[src/verilog/ehwdg_consts.svh]
`ifndef EHWDG_CONSTS_SVH
`define EHWDG_CONSTS_SVH

// ==========================================================
// timing figures
`define EHWDG_MCLK_HZ      50000000
`define EHWDG_REF_HZ       32768
`define EHWDG_BAUD         9600
`define EHWDG_PULSE_US     1000
`define EHWDG_BASE_MS      1000
`define EHWDG_STEP_MS      200
`define EHWDG_MS_PER_S     1000
`define EHWDG_US_PER_S     1000000

// ==========================================================
// selection codes
`define EHWDG_DEFAULT_SEL  3'h3
`define EHWDG_MAX_SEL      8'h05
`define EHWDG_SEL_W        3
`define EHWDG_TICK_W       17
`define EHWDG_BIT_LAST     3'h7

`endif

[src/verilog/ehwdg_pkg.sv]
package ehwdg_pkg;

  typedef enum logic [0:0]
  {
    EHWDG_RUN   = 1'b0,
    EHWDG_PULSE = 1'b1
  } ehwdg_state_t;

  typedef enum logic [1:0]
  {
    EHWDG_RX_IDLE  = 2'b00,
    EHWDG_RX_START = 2'b01,
    EHWDG_RX_DATA  = 2'b10,
    EHWDG_RX_STOP  = 2'b11
  } ehwdg_rx_state_t;

endpackage

[src/verilog/ehwdg_uart_rx.sv]
`timescale 1ns/1ns
`include "ehwdg_consts.svh"

module ehwdg_uart_rx
  import ehwdg_pkg::*;
#(
  parameter int BIT_CYCLES = `EHWDG_MCLK_HZ / `EHWDG_BAUD
)
(
  input  wire logic       mclk,
  input  wire logic       rstn,
  input  wire logic       rxd,
  output logic            byteValid,
  output logic [7:0]      byteData
);

  localparam int HALF_CYCLES = BIT_CYCLES / 2;

  ehwdg_rx_state_t state_q;
  logic [15:0]     bitTimer_q;
  logic [2:0]      bitIdx_q;
  logic [7:0]      shift_q;
  logic            timerDone;

  assign timerDone = (bitTimer_q == 16'(BIT_CYCLES - 1));

  // ==========================================================
  // frame receiver: 8 data bits, lsb first, no parity, one stop
  always_ff @(posedge mclk or negedge rstn)
  begin
    if (!rstn)
    begin
      state_q    <= EHWDG_RX_IDLE;
      bitTimer_q <= 16'h0000;
      bitIdx_q   <= 3'h0;
      shift_q    <= 8'h00;
      byteValid  <= 1'b0;
      byteData   <= 8'h00;
    end
    else
    begin
      byteValid <= 1'b0;
      case (state_q)
        EHWDG_RX_IDLE:
        begin
          bitTimer_q <= 16'h0000;
          if (!rxd)
            state_q <= EHWDG_RX_START;
        end
        EHWDG_RX_START:
        begin
          // sample mid start bit; a short glitch falls back to idle
          if (bitTimer_q == 16'(HALF_CYCLES - 1))
          begin
            bitTimer_q <= 16'h0000;
            bitIdx_q   <= 3'h0;
            state_q    <= rxd ? EHWDG_RX_IDLE : EHWDG_RX_DATA;
          end
          else
            bitTimer_q <= bitTimer_q + 16'h0001;
        end
        EHWDG_RX_DATA:
        begin
          if (timerDone)
          begin
            bitTimer_q <= 16'h0000;
            shift_q    <= {rxd, shift_q[7:1]};
            bitIdx_q   <= bitIdx_q + 3'h1;
            if (bitIdx_q == `EHWDG_BIT_LAST)
              state_q <= EHWDG_RX_STOP;
          end
          else
            bitTimer_q <= bitTimer_q + 16'h0001;
        end
        EHWDG_RX_STOP:
        begin
          if (timerDone)
          begin
            // framing error drops the byte silently
            if (rxd)
            begin
              byteValid <= 1'b1;
              byteData  <= shift_q;
            end
            state_q <= EHWDG_RX_IDLE;
          end
          else
            bitTimer_q <= bitTimer_q + 16'h0001;
        end
        default:
          state_q <= EHWDG_RX_IDLE;
      endcase
    end
  end
endmodule

[src/verilog/ehwdg_top.sv]
`timescale 1ns/1ns
`include "ehwdg_consts.svh"

module ehwdg_top
  import ehwdg_pkg::*;
#(
  parameter int REF_HZ       = `EHWDG_REF_HZ,
  parameter int PULSE_TICKS  =
    (`EHWDG_PULSE_US * `EHWDG_REF_HZ + `EHWDG_US_PER_S - 1) / `EHWDG_US_PER_S,
  parameter int BIT_CYCLES   = `EHWDG_MCLK_HZ / `EHWDG_BAUD
)
(
  input  wire logic                     mclk,
  input  wire logic                     rstn,
  input  wire logic                     refClk,
  input  wire logic                     keepaliveIn,
  input  wire logic                     uartRxd,
  output logic                          hostResetN,
  output logic [`EHWDG_SEL_W-1:0]       activeSel
);

  // ==========================================================
  // helpers
  function automatic logic [`EHWDG_TICK_W-1:0] toTicks(input logic [`EHWDG_SEL_W-1:0] sel);
    int ms;
    ms = `EHWDG_BASE_MS + `EHWDG_STEP_MS * int'(sel);
    // truncation keeps the timeout no longer than its nominal value
    return `EHWDG_TICK_W'((ms * REF_HZ) / `EHWDG_MS_PER_S);
  endfunction

  ehwdg_state_t                state_q;
  logic                        refPrev_q;
  logic                        kaPrev_q;
  logic [`EHWDG_SEL_W-1:0]     sel_q;
  logic [`EHWDG_TICK_W-1:0]    cnt_q;
  logic [`EHWDG_TICK_W-1:0]    periodTicks_q;
  logic [15:0]                 pulseCnt_q;
  logic [15:0]                 lowTicks_q;
  logic                        seenCmd_q;
  logic                        tick;
  logic                        kaFall;
  logic                        timeout;
  logic                        pulseEnd;
  logic                        rxValid;
  logic [7:0]                  rxData;

  // ==========================================================
  // command receiver
  ehwdg_uart_rx #(
    .BIT_CYCLES (BIT_CYCLES)
  ) uRx (
    .mclk      (mclk),
    .rstn      (rstn),
    .rxd       (uartRxd),
    .byteValid (rxValid),
    .byteData  (rxData)
  );

  // ==========================================================
  // edge detection
  always_ff @(posedge mclk or negedge rstn)
  begin
    if (!rstn)
    begin
      // a reference already high at release is not a fresh tick
      refPrev_q <= 1'b1;
      kaPrev_q  <= 1'b1;
    end
    else
    begin
      refPrev_q <= refClk;
      kaPrev_q  <= keepaliveIn;
    end
  end

  // own reference, not the host clock, times the period, but it is sampled on mclk, so a dead mclk never trips
  assign tick     = refClk & ~refPrev_q;
  assign kaFall   = kaPrev_q & ~keepaliveIn;
  assign timeout  = (state_q == EHWDG_RUN) && tick && !kaFall &&
                    (cnt_q == periodTicks_q - `EHWDG_TICK_W'(1));
  assign pulseEnd = (state_q == EHWDG_PULSE) && tick &&
                    (pulseCnt_q == 16'(PULSE_TICKS - 1));

  // ==========================================================
  // timeout selection
  always_ff @(posedge mclk or negedge rstn)
  begin
    if (!rstn)
    begin
      sel_q     <= `EHWDG_DEFAULT_SEL;
      seenCmd_q <= 1'b0;
    end
    else if (rxValid && rxData <= `EHWDG_MAX_SEL)
    begin
      sel_q     <= rxData[`EHWDG_SEL_W-1:0];
      seenCmd_q <= 1'b1;
    end
  end

  assign activeSel = sel_q;

  // ==========================================================
  // supervisor
  always_ff @(posedge mclk or negedge rstn)
  begin
    if (!rstn)
    begin
      state_q       <= EHWDG_RUN;
      cnt_q         <= `EHWDG_TICK_W'(0);
      periodTicks_q <= toTicks(`EHWDG_DEFAULT_SEL);
      pulseCnt_q    <= 16'h0000;
      hostResetN    <= 1'b1;
    end
    else
    begin
      case (state_q)
        EHWDG_RUN:
        begin
          if (kaFall)
          begin
            cnt_q         <= `EHWDG_TICK_W'(0);
            periodTicks_q <= toTicks(sel_q);
          end
          else if (timeout)
          begin
            // no edge yet after start-up means pulses keep repeating
            state_q    <= EHWDG_PULSE;
            pulseCnt_q <= 16'h0000;
            hostResetN <= 1'b0;
          end
          else if (tick)
            cnt_q <= cnt_q + `EHWDG_TICK_W'(1);
        end
        EHWDG_PULSE:
        begin
          // keep-alive edges during the pulse are ignored
          if (pulseEnd)
          begin
            state_q       <= EHWDG_RUN;
            hostResetN    <= 1'b1;
            cnt_q         <= `EHWDG_TICK_W'(0);
            periodTicks_q <= toTicks(sel_q);
          end
          else if (tick)
            pulseCnt_q <= pulseCnt_q + 16'h0001;
        end
        default:
          state_q <= EHWDG_RUN;
      endcase
    end
  end

  // ==========================================================
  // pulse width monitor
  // counted apart from the supervisor, so a wrong pulse counter shows
  always_ff @(posedge mclk or negedge rstn)
  begin
    if (!rstn)
      lowTicks_q <= 16'h0000;
    else if (hostResetN)
      lowTicks_q <= 16'h0000;
    else if (tick)
      lowTicks_q <= lowTicks_q + 16'h0001;
  end
endmodule

[config.mk]
export PLATFORM = sky130hd
export DESIGN_NAME = ehwdg_top
export DESIGN_NICKNAME = d
export VERILOG_FILES = /design/src/verilog/ehwdg_pkg.sv /design/src/verilog/ehwdg_uart_rx.sv /design/src/verilog/ehwdg_top.sv
export VERILOG_INCLUDE_DIRS = /design/src /design/src/verilog
export SDC_FILE = /design/constraint.sdc
export NUM_CORES = 1
export LEC_CHECK = 0
export ABC_AREA = 1
export BUFFER_PORTS_ARGS = -buffer_cell sky130_fd_sc_hd__buf_2
export CORE_MARGIN = 8
export CORE_UTILIZATION = 50
export CTS_BUF_LIST = sky130_fd_sc_hd__clkbuf_4
export DETAILED_ROUTE_END_ITERATION = 12
export PLACE_DENSITY = 0.62
export SYNTH_ARGS = -nofsm -noshare
export SYNTH_HDL_FRONTEND = slang
export SYNTH_SLANG_ARGS = --single-unit
export TNS_END_PERCENT = 5
[constraint.sdc]
create_clock -name mclk -period 32.1 [get_ports mclk]
set_input_delay 3.21 -clock mclk [delete_from_list [all_inputs] [get_ports mclk]]
set_output_delay 3.21 -clock mclk [all_outputs]
set_load 0.02 [all_outputs]
==> flow_summary.ini <==
[routing]
drtIter0Drc = 900
num_vias = 14800
dr.pass1.iters = 5
vias_per_cell = 5.25
ant_nets = 0
wire_per_inst_um = 13.6
routed_wl_um = 38300
drc = 0

[global_routing]
gr-total-overflow = 0
grt_usage_pct = 21.0
antenna_found_initial = 1
grt_first_pass_wirelength_um = 66200
grt_pass1_vias = 14000
grt_max_degree = 71

[sta]
hold_viol = 0
slew_viol_final = 0
final.setup_skew_ns = 0.0273
timing.setup.tns_ns = 0
layout_min_cycle_time_ns = 18.73
max_freq_mhz = 53.4
slew_headroom_pct = 39.4
setup_viol_count_final = 0
tightest_slew_ns = 0.909
grt_setup_unrepaired = no
fin_crit_sh_pct = 58.4

[clock_tree]
h-tree-depth = 3
cts_max_path_buffers = 2
clk_pin_slew_ns = 0.18
cts_resized = 0
clockRootBuffer = clkbuf_4
cts_made_buffers = 9
cts_setup_buffers = 0
clock_latency_ns = 0.50
cts_tree = built
cts-hold-fix-buffers = 0
clkSinkCount = 95

[finish]
areaGrowthSynthToFinish_pct = 1.94
num-fill-cells = 3202
layout-drive-gt1-share_pct = 22.9
nets = 2451
stdcell_area_um2 = 15900

[setup_path]
cp-startpoint = activeSel[1]$_DFFE_PN1P_
worstPathMaxFanout = 28
crit_path_frequent_cell = ha_1
max_stage_delay_ns = 0.65
critPathSlowestCell = dfstp_2
reg2reg_from = activeSel[1]$_DFFE_PN1P_
end_kind = flop
cp.arrival_ns = 19.15
crit_type = reg -> reg
critPathLaunchType = flop
crit_required_ns = 32.52

[logic_synthesis]
yosys-top-cells-area = nand2_1 (15%), dfrtp_1 (13%), nand2_2 (7.7%)
syn_nets = 2462
synth.top_cell.area_share_pct = 14.6
seq_area_frac_synth_pct = 15.3
ys_warn_count = 0
synth_area_um2 = 15600
synth_area_per_cell_um2 = 6.46
async_flop_share_pct = 100
synth_edf_count = 0
syn_inst = 2418
synth-main-ff-cell = dfrtp_1
synth-seq-cells = 95
yosysUniqueCellTypes = 74
yosys.area.top_type = nand2_1

[placement]
dp_hpwl_um = 31600
gp_congestion = 0.932
placed_area_um2 = 15800
port_buffers = 8

[floorplan]
dieArea_um2 = 37200
die_y_um = 193
ios = 9
core_area_um2 = 30700
rows = 64
initial_core_util_pct = 51.0
fp.dieW_um = 193

[worst_hold_path]
min_path_type = reg -> reg
worstHoldStart = hostResetN$_DFFE_PN1P_

[run_status]
status = finished, final reports clean

[run]
maxCapViolCount = 0
[cell usage in the layout, fill, tap and decap left out, drive strengths merged, types with 2 or more instances in the layout]
cell,n
nor3,39
and2,2
a21boi,2
nor4,12
ha,39
buf,11
dfrtp,82
o21a,6
nand3,271
xor2,49
o21bai,6
o211ai,3
a211oi,7
a21oi,35
a31oi,7
o22ai,2
clkinv,11
nor3b,8
o21ai,106
inv,346
nand3b,9
nand2,876
mux2,2
nand4,100
dfstp,13
xnor2,24
nor2,318
clkbuf,10
[cell type report]
cell class / instances / area [um^2] / share of cell area [%]
diodes: 1 / 2.50 / 0.0157
clock buffers: 10 / 75.1 / 0.471
clock inverters: 6 / 63.8 / 0.401
inverters: 352 / 1360 / 8.53
multi-input cells: 1938 / 11500 / 72.0
flip-flops and latches: 95 / 2390 / 15.0
well taps: 396 / 495 / 3.11
repair buffers: 11 / 65.1 / 0.408
[metal layers]
layer	track usage [%]	part of all wire, %	vias to the layer above	wire length [um]
met3	1.93	3.1	40	1190
met1	28.9	49	6736	18600
met5	0	0	-	0
met4	4.11	1.4	0	531
met2	35.3	47	247	18000
li1	-	-	7737	-
[metrics by stage]
| step | setup WS (ns) | util, % | instances | hold WS [ns] |
|---|---|---|---|---|
| 2_1_floorplan | 16.30 | - | 2418 | 0.448 |
| 4_1_cts | 13.40 | 51.9 | 2808 | 0.484 |
| 3_5_place_dp | 13.43 | 51.5 | 2792 | 0.462 |
| 3_3_place_gp | 14.06 | 51.5 | 2792 | 0.454 |
| 6_report | 13.37 | 51.9 | 2809 | 0.478 |
| 5_1_grt | 11.66 | 51.9 | 2809 | 0.500 |
[cell families (layout without fill, tap and decap cells)]
logic type                 after synthesis  after routing  share of synthesized area (%)
other                                    0              1                              0
and+or+nand+nor                       1639           1639                           59.0
buffers and inverters                  385            379                           11.2
AOI/OAI and AO/OA                      185            185                           7.05
adders and majority gates               39             39                           3.12
DFF                                     95             95                           15.3
muxes                                    2              2                          0.144
xor gates and xnor gates                73             73                           4.14
[critical path, delay by kind of cell (launching register included)]
kind	cells	cell delay, ns
DFF	1	0.65
buffers and inverters	11	0.98
and+or+nand+nor	78	12.32
AOI/OAI and AO/OA	1	0.25
adders and majority gates	14	4.33
[final timing paths]
path | slack (ns) | endpoint | cells after the start
max in group asynchronous | 28.28 | cnt_q[11]$_DFFE_PN0P_ | 2
worst min register to register | 0.48 | hostResetN$_DFFE_PN1P_ | 2
worst min-delay path | 0.48 | hostResetN$_DFFE_PN1P_ | 2
worst max register to register | 13.37 | periodTicks_q[0]$_DFFE_PN0P_ | 104
min in group asynchronous | 2.59 | uRx.byteData[1]$_DFFE_PN0P_ | 1
worst max-delay path | 13.37 | periodTicks_q[0]$_DFFE_PN0P_ | 104
[synth_stat cells, types with 17 or more instances]
library cell  instances
o21ai_0              87
nand3_2              51
ha_1                 39
nor3_1               37
a21oi_1              29
nand4_1              96
inv_1               295
inv_2                40
nand2_4              71
dfrtp_1              82
nor2_1              222
nor2_4               49
nand3_4              17
nor2_2               33
xnor2_1              23
nand2_2             192
xor2_1               49
nand3_1             203
nand2_1             608
[flip-flops by register name, summed over array words and instances (netlist names), 3 cells and up, named ones only]
name,flops
uRx.bitIdx_q,3
uRx.shift_q,8
uRx.byteData,8
periodTicks_q,17
uRx.bitTimer_q,16
pulseCnt_q,16
activeSel,3
cnt_q,17
Power is left out: the tool's default activity adds up to more than one toggle a clock period on the data nets, which glitch-free logic cannot reach.
